`src/lfp_pkg.sv`:
```
// Constants, codes and state types for the loop frame protocol station.
// Assumes a single 100 MHz clock and a loop bit clock far slower than it.
package lfp_pkg;

  localparam int unsigned lfp_word_bits = 9;
  localparam logic [3:0] lfp_last_bit = 4'h8;
  localparam logic [2:0] lfp_last_byte = 3'h4;
  localparam logic [2:0] lfp_byte_addr = 3'h1;
  localparam logic [2:0] lfp_byte_dev = 3'h2;
  localparam logic [2:0] lfp_byte_ctl = 3'h3;
  localparam logic [2:0] lfp_byte_data = 3'h4;

  // Frame field codes.
  localparam logic [7:0] lfp_code_start = 8'h39;
  localparam logic [7:0] lfp_code_sync = 8'h47;
  localparam logic [7:0] lfp_code_any = 8'h11;
  localparam logic [7:0] lfp_code_all = 8'h09;
  localparam logic [7:0] lfp_code_diag_dev = 8'h00;

  // Commands from the loop adapter.
  localparam logic [7:0] lfp_cmd_read = 8'h06;
  localparam logic [7:0] lfp_cmd_read_null = 8'h02;
  localparam logic [7:0] lfp_cmd_read_data = 8'h0a;
  localparam logic [7:0] lfp_cmd_read_end = 8'h0e;
  localparam logic [7:0] lfp_cmd_diag_begin = 8'h08;
  localparam logic [7:0] lfp_cmd_diag_end = 8'h0c;

  // Responses from this station.
  localparam logic [7:0] lfp_rsp_read_req = 8'h12;
  localparam logic [7:0] lfp_rsp_read_ack = 8'h46;
  localparam logic [7:0] lfp_rsp_data_req = 8'h62;
  localparam logic [7:0] lfp_rsp_data_ack = 8'h6a;
  localparam logic [7:0] lfp_rsp_end_req = 8'h72;
  localparam logic [7:0] lfp_rsp_end_ack = 8'h3e;
  localparam logic [7:0] lfp_rsp_null_ack = 8'h42;
  localparam logic [7:0] lfp_rsp_diag_begin = 8'h68;
  localparam logic [7:0] lfp_rsp_diag_end = 8'h4c;

  // Field positions.
  localparam int unsigned lfp_addr_top = 7;
  localparam int unsigned lfp_rsp_hi = 7;
  localparam int unsigned lfp_rsp_lo = 4;
  localparam int unsigned lfp_op_hi = 1;
  localparam logic [1:0] lfp_op_diag = 2'b00;

  // Software register map, word addresses on the command port.
  localparam int unsigned lfp_reg_aw = 4;
  localparam int unsigned lfp_reg_dw = 16;
  localparam logic [3:0] lfp_reg_ctrl = 4'h0;
  localparam logic [3:0] lfp_reg_addr = 4'h1;
  localparam logic [3:0] lfp_reg_txdata = 4'h2;
  localparam logic [3:0] lfp_reg_end = 4'h3;
  localparam logic [3:0] lfp_reg_req = 4'h4;
  localparam logic [3:0] lfp_reg_status = 4'h5;
  localparam int unsigned lfp_ctrl_enable = 0;
  localparam int unsigned lfp_status_perr = 0;
  localparam logic [7:0] lfp_own_reset = 8'h80;
  localparam logic [7:0] lfp_dev_reset = 8'h40;

  typedef enum logic [1:0] {
    lfp_hunt = 2'b00,
    lfp_between = 2'b01,
    lfp_inframe = 2'b10
  } lfp_align_type;

  typedef enum logic [1:0] {
    lfp_idle = 2'b00,
    lfp_claimed = 2'b01,
    lfp_datamode = 2'b10
  } lfp_op_type;

endpackage

```
`src/lfp_station.sv`:
```
// Remote terminal station on the serial transmission loop.
// Assumes the loop bit clock and data arrive as plain pins, far slower than clk.
// What this block does
// - Frame is start, station, device, control, data.
// - Start even parity; all other bytes odd.
// - Start 39 and sync 47 give byte alignment.
// - Frame ends after five bytes counted.
// - Discrete station addresses lie in 80 to FF.
// - Addressed or captured frame gets our address rewritten.
// - Claim open frame 11 by writing own address.
// - Broadcast 09 address is never altered; only diagnostic commands execute.
// - Device byte: two adapter bits, six device bits.
// - Diagnostic commands run whatever the device byte.
// - Control: low nibble command, high nibble response.
// - Response: restore ack, data mode, two stage bits.
// - Data-mode flag set in data mode and diagnostics.
// - Commands have zero response nibble; responses not.
// - Station answers every command valid for it, except broadcast diagnostics, which run unanswered.
// - Data passes untouched unless we fill it; end status zero or 80, but any byte software writes is sent.
// - Each read byte is sent twice in two frames.
// - Read data 0A answered 6A with same byte.
// - Check sync each byte between frames; else hunt every bit.
// - Read replies use codes 12, 46 and 62.
`timescale 1ns/1ns
module lfp_station
  import lfp_pkg::*;
(
  input wire logic clk,
  input wire logic rstn,
  input wire logic loop_clk_in,
  input wire logic loop_data_in,
  output logic loop_clk_out,
  output logic loop_data_out,
  input wire logic [lfp_pkg::lfp_reg_aw-1:0] reg_addr,
  input wire logic [lfp_pkg::lfp_reg_dw-1:0] reg_wdata,
  input wire logic reg_wr,
  input wire logic reg_rd,
  output logic [lfp_pkg::lfp_reg_dw-1:0] reg_rdata
);
  import lfp_pkg::*;

  ////////////////////////////////////////////////////////////////////////////
  typedef struct packed {
    logic [2:0] clk_sync;
    logic [2:0] data_sync;
    logic clk_lvl;
    logic data_lvl;
    lfp_align_type align;
    logic [3:0] bit_cnt;
    logic [2:0] byte_cnt;
    logic [8:0] shift;
    logic [8:0] delay;
    logic out_bit;
    logic out_clk;
    logic fr_own;
    logic fr_cap;
    logic fr_bcast;
    logic fr_cmd;
    logic [1:0] fr_data_sel;
    lfp_op_type op;
    logic enable;
    logic [7:0] own_addr;
    logic [7:0] dev_addr;
    logic svc_req;
    logic [7:0] tx_byte;
    logic tx_avail;
    logic end_req;
    logic [7:0] end_status;
    logic [7:0] guidance;
    logic perr;
    logic diag;
    logic [lfp_reg_dw-1:0] rdata;
  } lfp_state_type;

  localparam logic [1:0] sel_keep = 2'b00;
  localparam logic [1:0] sel_tx = 2'b01;
  localparam logic [1:0] sel_end = 2'b10;
  localparam logic [1:0] sel_guide = 2'b11;

  localparam lfp_state_type lfp_reset = '{
    clk_sync: 3'h0, data_sync: 3'h0, clk_lvl: 1'b0, data_lvl: 1'b0,
    align: lfp_hunt, bit_cnt: 4'h0, byte_cnt: 3'h0, shift: 9'h000,
    delay: 9'h000, out_bit: 1'b0, out_clk: 1'b0, fr_own: 1'b0, fr_cap: 1'b0,
    fr_bcast: 1'b0, fr_cmd: 1'b0, fr_data_sel: 2'b00, op: lfp_idle,
    enable: 1'b0, own_addr: lfp_own_reset, dev_addr: lfp_dev_reset,
    svc_req: 1'b0, tx_byte: 8'h00, tx_avail: 1'b0, end_req: 1'b0,
    end_status: 8'h00, guidance: 8'h00, perr: 1'b0, diag: 1'b0,
    rdata: 16'h0000
  };

  lfp_state_type r;
  lfp_state_type next_r;

  // Appends the odd parity bit to a byte.
  function automatic logic [8:0] odd_word(input logic [7:0] b);
    return {b, ~^b};
  endfunction

  // Appends the even parity bit to a byte.
  function automatic logic [8:0] even_word(input logic [7:0] b);
    return {b, ^b};
  endfunction

  // True when a whole nine-bit word is the sync code with odd parity.
  function automatic logic is_sync(input logic [8:0] w);
    return w == odd_word(lfp_code_sync);
  endfunction

  // True when a whole nine-bit word is the start code with even parity.
  function automatic logic is_start(input logic [8:0] w);
    return w == even_word(lfp_code_start);
  endfunction

  // True on the bit event that completes a nine-bit word.
  function automatic logic byte_done(input logic [3:0] n);
    return n == lfp_last_bit;
  endfunction

  // True when a received word holds odd parity.
  function automatic logic odd_ok(input logic [8:0] w);
    return ^w;
  endfunction

  // A control byte is a command only while its response nibble is zero.
  function automatic logic is_cmd(input logic [7:0] b);
    return b[lfp_rsp_hi:lfp_rsp_lo] == 4'h0;
  endfunction

  ////////////////////////////////////////////////////////////////////////////
  logic bit_evt;
  logic [8:0] word;
  logic [7:0] wbyte;
  logic [8:0] mod_word;
  logic [7:0] cmd;
  logic diag_cmd;
  logic perr_set;

  always_comb begin
    next_r = r;
    bit_evt = 1'b0;
    word = 9'h000;
    wbyte = 8'h00;
    mod_word = 9'h000;
    cmd = 8'h00;
    diag_cmd = 1'b0;
    perr_set = 1'b0;

    // Pin inputs: the first stage feeds only the second. A level counts once stages two and
    // three agree, so a metastable first stage or a one-cycle glitch never makes a bit event.
    next_r.clk_sync = {r.clk_sync[1:0], loop_clk_in};
    next_r.data_sync = {r.data_sync[1:0], loop_data_in};
    if (r.clk_sync[1] == r.clk_sync[2]) begin
      next_r.clk_lvl = r.clk_sync[2];
    end
    if (r.data_sync[1] == r.data_sync[2]) begin
      next_r.data_lvl = r.data_sync[2];
    end
    next_r.out_clk = r.clk_lvl;

    // A bit is taken on the rising edge of the filtered loop clock.
    bit_evt = next_r.clk_lvl && !r.clk_lvl;
    if (bit_evt) begin
      word = {r.shift[7:0], next_r.data_lvl};
      wbyte = word[8:1];
      next_r.shift = word;
      next_r.out_bit = r.delay[8];
      // The outgoing word shifts on its own: a rewritten byte must leave whole, not be
      // overwritten by the raw bits that the receive shifter still holds.
      next_r.delay = {r.delay[7:0], next_r.data_lvl};
      next_r.bit_cnt = byte_done(r.bit_cnt) ? 4'h0 : r.bit_cnt + 4'h1;

      unique case (r.align)
        lfp_hunt: begin
          // Sliding search for sync at every bit position.
          if (is_sync(word)) begin
            next_r.align = lfp_between;
            next_r.bit_cnt = 4'h0;
          end
        end
        lfp_between: begin
          if (byte_done(r.bit_cnt)) begin
            if (is_sync(word)) begin
              next_r.align = lfp_between;
            end else if (is_start(word)) begin
              next_r.align = lfp_inframe;
              next_r.byte_cnt = lfp_byte_addr;
              next_r.fr_own = 1'b0;
              next_r.fr_cap = 1'b0;
              next_r.fr_bcast = 1'b0;
              next_r.fr_cmd = 1'b0;
              next_r.fr_data_sel = sel_keep;
            end else begin
              // A false sync caught while hunting costs one frame at most: the first
              // byte check that finds neither code drops back to hunting.
              next_r.align = lfp_hunt;
            end
          end
        end
        lfp_inframe: begin
          if (byte_done(r.bit_cnt)) begin
            mod_word = word;
            if (!odd_ok(word)) begin
              perr_set = 1'b1;
              next_r.perr = 1'b1;
            end
            unique case (r.byte_cnt)
              lfp_byte_addr: begin
                if (wbyte == lfp_code_all) begin
                  next_r.fr_bcast = 1'b1;
                end else if (wbyte == r.own_addr && r.enable) begin
                  next_r.fr_own = 1'b1;
                  mod_word = odd_word(r.own_addr);
                end else if (wbyte == lfp_code_any && r.enable && r.svc_req
                             && r.op == lfp_idle && r.own_addr[lfp_addr_top]) begin
                  next_r.fr_cap = 1'b1;
                  mod_word = odd_word(r.own_addr);
                end
              end
              lfp_byte_dev: begin
                if (r.fr_cap) begin
                  mod_word = odd_word(r.dev_addr);
                end
              end
              lfp_byte_ctl: begin
                cmd = wbyte;
                // Only a byte with a zero response nibble is a command.
                next_r.fr_cmd = is_cmd(cmd);
                diag_cmd = (cmd == lfp_cmd_diag_begin) || (cmd == lfp_cmd_diag_end);
                if (next_r.fr_cmd && r.fr_cap) begin
                  if (cmd == lfp_cmd_read_null) begin
                    mod_word = odd_word(lfp_rsp_read_req);
                    next_r.op = lfp_claimed;
                    // One request claims one frame; software asks again for the next.
                    next_r.svc_req = 1'b0;
                  end
                end else if (next_r.fr_cmd && (r.fr_own || r.fr_bcast) && diag_cmd) begin
                  // Device byte is ignored for diagnostics.
                  next_r.diag = (cmd == lfp_cmd_diag_begin);
                  if (r.fr_own) begin
                    mod_word = odd_word((cmd == lfp_cmd_diag_begin) ?
                                        lfp_rsp_diag_begin : lfp_rsp_diag_end);
                  end
                end else if (next_r.fr_cmd && r.fr_own) begin
                  unique case (r.op)
                    lfp_claimed: begin
                      if (cmd == lfp_cmd_read) begin
                        mod_word = odd_word(lfp_rsp_read_ack);
                        next_r.op = lfp_datamode;
                      end
                    end
                    lfp_datamode: begin
                      if (cmd == lfp_cmd_read_null) begin
                        if (r.tx_avail) begin
                          mod_word = odd_word(lfp_rsp_data_req);
                          next_r.fr_data_sel = sel_tx;
                        end else if (r.end_req) begin
                          mod_word = odd_word(lfp_rsp_end_req);
                          next_r.fr_data_sel = sel_end;
                        end else begin
                          mod_word = odd_word(lfp_rsp_null_ack);
                        end
                      end else if (cmd == lfp_cmd_read_data && r.tx_avail) begin
                        // Second copy of the byte; then it is released.
                        mod_word = odd_word(lfp_rsp_data_ack);
                        next_r.fr_data_sel = sel_tx;
                        next_r.tx_avail = 1'b0;
                      end else if (cmd == lfp_cmd_read_end) begin
                        mod_word = odd_word(lfp_rsp_end_ack);
                        next_r.op = lfp_idle;
                        next_r.end_req = 1'b0;
                        next_r.fr_data_sel = sel_guide;
                      end
                    end
                    default: begin
                    end
                  endcase
                end
              end
              lfp_byte_data: begin
                // Data is forwarded as received unless this station fills it.
                unique case (r.fr_data_sel)
                  sel_tx: mod_word = odd_word(r.tx_byte);
                  sel_end: mod_word = odd_word(r.end_status);
                  default: mod_word = word;
                endcase
                // Only the data byte of a read end frame is taken as guidance.
                if (r.fr_data_sel == sel_guide) begin
                  next_r.guidance = wbyte;
                end
              end
              default: begin
              end
            endcase
            next_r.delay = mod_word;
            if (r.byte_cnt == lfp_last_byte) begin
              next_r.align = lfp_between;
            end else begin
              next_r.byte_cnt = r.byte_cnt + 3'h1;
            end
          end
        end
        default: begin
          next_r.align = lfp_hunt;
        end
      endcase
    end

    // Command port: writes.
    if (reg_wr) begin
      unique case (reg_addr)
        lfp_reg_ctrl: next_r.enable = reg_wdata[lfp_ctrl_enable];
        lfp_reg_addr: begin
          next_r.own_addr = reg_wdata[7:0];
          next_r.dev_addr = reg_wdata[15:8];
        end
        lfp_reg_txdata: begin
          // A byte still unsent is kept; software must poll first.
          if (!r.tx_avail) begin
            next_r.tx_byte = reg_wdata[7:0];
            next_r.tx_avail = 1'b1;
          end
        end
        lfp_reg_end: begin
          // A second write before the frame goes out replaces the status.
          next_r.end_status = reg_wdata[7:0];
          next_r.end_req = 1'b1;
        end
        lfp_reg_req: next_r.svc_req = 1'b1;
        lfp_reg_status: begin
          // A parity fault seen in this same cycle is kept.
          if (reg_wdata[lfp_status_perr] && !perr_set) begin
            next_r.perr = 1'b0;
          end
        end
        default: begin
        end
      endcase
    end

    // Command port: read data stand one cycle after the strobe.
    // Zero outside that cycle, so several ports may share one OR-ed bus.
    next_r.rdata = 16'h0000;
    if (reg_rd) begin
      unique case (reg_addr)
        lfp_reg_ctrl: next_r.rdata = {15'h0000, r.enable};
        lfp_reg_addr: next_r.rdata = {r.dev_addr, r.own_addr};
        lfp_reg_txdata: next_r.rdata = {7'h00, r.tx_avail, r.tx_byte};
        lfp_reg_end: next_r.rdata = {7'h00, r.end_req, r.end_status};
        lfp_reg_req: next_r.rdata = {15'h0000, r.svc_req};
        lfp_reg_status: next_r.rdata = {r.guidance, r.diag, r.op, r.align, 2'b00, r.perr};
        default: next_r.rdata = 16'h0000;
      endcase
    end
  end

  ////////////////////////////////////////////////////////////////////////////
  // Reset is taken at once; the loop outputs drop to zero and hunting starts again.
  always_ff @(posedge clk or negedge rstn) begin
    if (!rstn) begin
      r <= lfp_reset;
    end else begin
      r <= next_r;
    end
  end

  assign loop_clk_out = r.out_clk;
  assign loop_data_out = r.out_bit;
  assign reg_rdata = r.rdata;

endmodule // lfp_station

```
`config.mk`:
```
export PLATFORM = sky130hd
export DESIGN_NAME = lfp_station
export DESIGN_NICKNAME = d
export VERILOG_FILES = /design/src/lfp_pkg.sv /design/src/lfp_station.sv
export SDC_FILE = /design/constraint.sdc
export NUM_CORES = 1
export LEC_CHECK = 0
export BUFFER_PORTS_ARGS = -buffer_cell sky130_fd_sc_hd__buf_2
export CAP_MARGIN = 40
export CORE_ASPECT_RATIO = 0.9
export CORE_MARGIN = 2
export CORE_UTILIZATION = 45
export CTS_CLUSTER_DIAMETER = 80
export CTS_CLUSTER_SIZE = 25
export DETAILED_ROUTE_END_ITERATION = 8
export MAX_ROUTING_LAYER = met4
export PLACE_DENSITY_LB_ADDON = 0.25
export SLEW_MARGIN = 20
export SYNTH_ARGS = -nofsm -noshare
export SYNTH_HDL_FRONTEND = slang
export SYNTH_SLANG_ARGS = --single-unit
```
`constraint.sdc`:
```
create_clock -name clk -period 2.5 [get_ports clk]
set_clock_uncertainty 0.1 [all_clocks]
set_input_delay 0.625 -clock clk [delete_from_list [all_inputs] [get_ports clk]]
set_output_delay 0.625 -clock clk [all_outputs]
set_load 0.005 [all_outputs]
```
==> results.toml <==
[route]
drcViolationCount = 0
highest_layer = "met4"
met2WireLength_um = 9310
dr.pass1.iters = 5
wl_per_cell_um = 22.9
wl_um = 21500
via_per_inst = 5.98
wl_met3_um = 1820
wl_met1_um = 9730
drtIter0Drc = 519
ant_nets = 0
vias = 5599

[global_route]
grt_pass1_vias = 5446
overflow = 0
groute.usage.overall = 0.299
grt_antenna_before_repair = 0
grt_pass1_wl_um = 33000
grt_max_degree = 57

[yosys]
synthAdderAreaFrac = 0.0503
synth_compound_area_frac = 0.178
syn_avg_cell_area_um2 = 9.84
yosysUniqueCellTypes = 69
synth_fp_nets = 703
synth_top_family_by_area = "compound AO/OA/AOI/OAI gates"
synth_area_mm2 = 0.00642
yosysSeqAreaShare = 0.410
async_flop_share = 1.00
synthSimpleGateAreaFrac = 0.138
synth_xor_area_frac = 0.0546
synth.area.mux_share = 0.106
synth_edf_count = 0
ys_ff_latch = 105
synth_cells = 652
synth-main-ff-cell = "dfrtp_1"
yosysWarnings = 0

[die]
chipHeight_um = 117
core_mm2 = 0.0140
row_count = 41
die_x_um = 130
dieArea_mm2 = 0.0152
initial_core_util = 0.458
pin_count = 44

[timing]
worst_pin_slew_ns = 0.689
holdWs_ns = 0.0502
period_minus_slack_ns = 2.42
rsz0062_at_grt = "yes"
setup_viol = 0
setup_tns_ns = 0
min_period_over_period = 0.967
relSlewSlack = 0.539
max_freq_mhz = 414
hold_violations = 0
finalMaxSlewViolations = 0

[critical_path]
cp_max_fo = 8
path_class = "register to register"
crit_start = "r[87]"
crit_buf_inv = 0
critical_path.max_stage_delay_ns = 0.63
critPathLaunchType = "register"
cp.arrival_ns = 2.55
worstPathRequired_ns = 2.63
reg2reg_depth = 6
crit_chain = "or4_4, o31a_1, o221a_1, o311ai_2, a31o_1, o41ai_1"
cp_top_family = "compound AO/OA/AOI/OAI gates"
slowest_stage = "or4_4"
r2r_end = "r[72]"
worst-r2r-setup-slack_ns = 0.08
critical_path_depth = 6
r2r-start = "r[87]"
crit_path_end = "r[72]"
end_kind = "register"

[clock_network]
cts_buffers = 9
cts_buffer_depth = 2
clk_latency_ns = 0.37
cts_tree = "yes"
clock-sinks = 105
htree_levels = 3
cts.root.buffer_cell = "clkbuf_16"
clk_pin_slew_worst_paths_ns = 0.08

[outcome]
status = "finished, final reports clean"

[pwr]
p_clk_frac = 0.259
power.total_uw = 5560
p_leak_uw = 0.00326
switching_share = 0.368
sequentialPowerShare = 0.398
peakVddDrop_uv = 394
power-per-cell-area_mw_per_mm2 = 734
intPower_uw = 3510
p_comb_frac = 0.343
switchingPower_uw = 2040

[finish]
fillCellCount = 1295
antenna_cells = 0
seq_area_mm2 = 0.00263
drive_gt1_frac = 0.292
multi_input_area_mm2 = 0.00341
final_cell_area_mm2 = 0.00757
synthToLayoutAreaGrowth_pct = 18.0
mostFrequentLayoutCells = "dfrtp_1, buf_4, mux2_2"
final_util = 0.541
finalNetCount = 789
layout_commonest_cell = "dfrtp_1"

[placement]
gp_congestion = 1.08
dpl-instance-area_mm2 = 0.00718
hpwl_um = 16800
port_buffers = 43

[flow_run]
drv_cap = 0

[min_path]
min_path_type = "input pin to async pin"
through the flow:
stage | setup WS [ns] | std cells
finish | 0.0835 | 936
global route | -0.0164 | 936
CTS | -0.0108 | 929
detailed placement | -0.0853 | 911
global placement | -0.174 | 911
floorplan | 0.202 | 652
registers in the layout (all words and copies together) (netlist names):
register and flops:
next_r 5, loop_clk_out 1, reg_rdata 16, loop_data_out 1, r 82
cells by family (layout without fill, tap and decap cells):
kind of cell,after synthesis,count (layout)
adders and majority gates,26,26
AOI/OAI and AO/OA,163,163
and+or+nand+nor,173,173
muxes,62,62
buffers and inverters,83,174
DFF,105,105
xor gates and xnor gates,40,40
layer usage:
metal	track usage	vias to the layer above
li1	-	2537
met1	0.425	2768
met2	0.414	253
met3	0.0771	41
met4	0.103	0
met5	-	-
layout make-up:
cell class              count  area share
inverters                  28      0.0139
multi-input cells         464       0.451
well taps                 193      0.0319
flip-flops and latches    105       0.348
clock inverters             6     0.00776
clock buffers              10      0.0316
repair buffers            130       0.117
what timing repair did:
| item | 4_1_cts | 5_1_grt |
|---|---|---|
| buffers inserted | 2 | 7 |
| gates cloned | 0 | 0 |
| endpoints found under the hold margin | 0 | 0 |
| pin swaps | 1 | 4 |
| resized for setup | 1 | 8 |
| hold buffers | 0 | 0 |
| setup endpoints to repair | 2 | 8 |
worst min path at each step:
stage	startpoint	depth (start not counted)	endpoint	slack (ns)
floorplan	rstn	0	loop_clk_out	0.23
global placement	next_r[105]	0	next_r[106]	0.23
detailed placement	next_r[102]	0	next_r[103]	0.24
CTS	rstn	1	next_r[105]	0.06
global route	rstn	1	next_r[105]	0.07
finish	rstn	1	next_r[105]	0.05
power by group through the flow:
stage / Clock [uW] / Sequential [uW] / Combinational [uW]
CTS: 1450 / 2200 / 1820
global route: 1520 / 2240 / 2040
finish: 1440 / 2210 / 1900
global placement: 0 / 2220 / 1810
floorplan: 0 / 2120 / 1200
detailed placement: 0 / 2220 / 1810
synth_stat cells (2+ instances only):
library cell  count  area share
dfrtp_1         103        0.40
mux2_2           49       0.086
nand2_1          46       0.027
nor2_1           44       0.026
xnor2_1          39       0.053
o21ai_0          38       0.030
inv_1            28       0.016
a21oi_1          26       0.020
clkbuf_1         26       0.015
a22oi_1          25       0.029
ha_1             25       0.049
nand3_1          19       0.015
buf_4            17       0.020
mux2i_1          13       0.020
nand4_1          10      0.0097
a221oi_1          9       0.012
nor3_1            9      0.0070
a31oi_1           7      0.0068
nand2b_1          7      0.0068
nor2b_1           6      0.0058
or3_1             6      0.0058
a211oi_1          5      0.0058
buf_2             5      0.0039
nand3b_1          5      0.0058
nor4_1            5      0.0049
o22ai_1           5      0.0049
a211o_1           4      0.0055
a21o_1            4      0.0047
a221o_1           4      0.0062
buf_1             4      0.0023
o2111ai_1         4      0.0055
o211ai_1          4      0.0047
and3_1            3      0.0029
buf_6             3      0.0053
o31ai_1           3      0.0035
o41ai_1           3      0.0041
a311oi_1          2      0.0027
and4b_1           2      0.0031
dfstp_2           2      0.0082
o22a_1            2      0.0027
o31a_1            2      0.0027
or4_1             2      0.0023
Note: power is estimated with default switching activity, not from simulation.
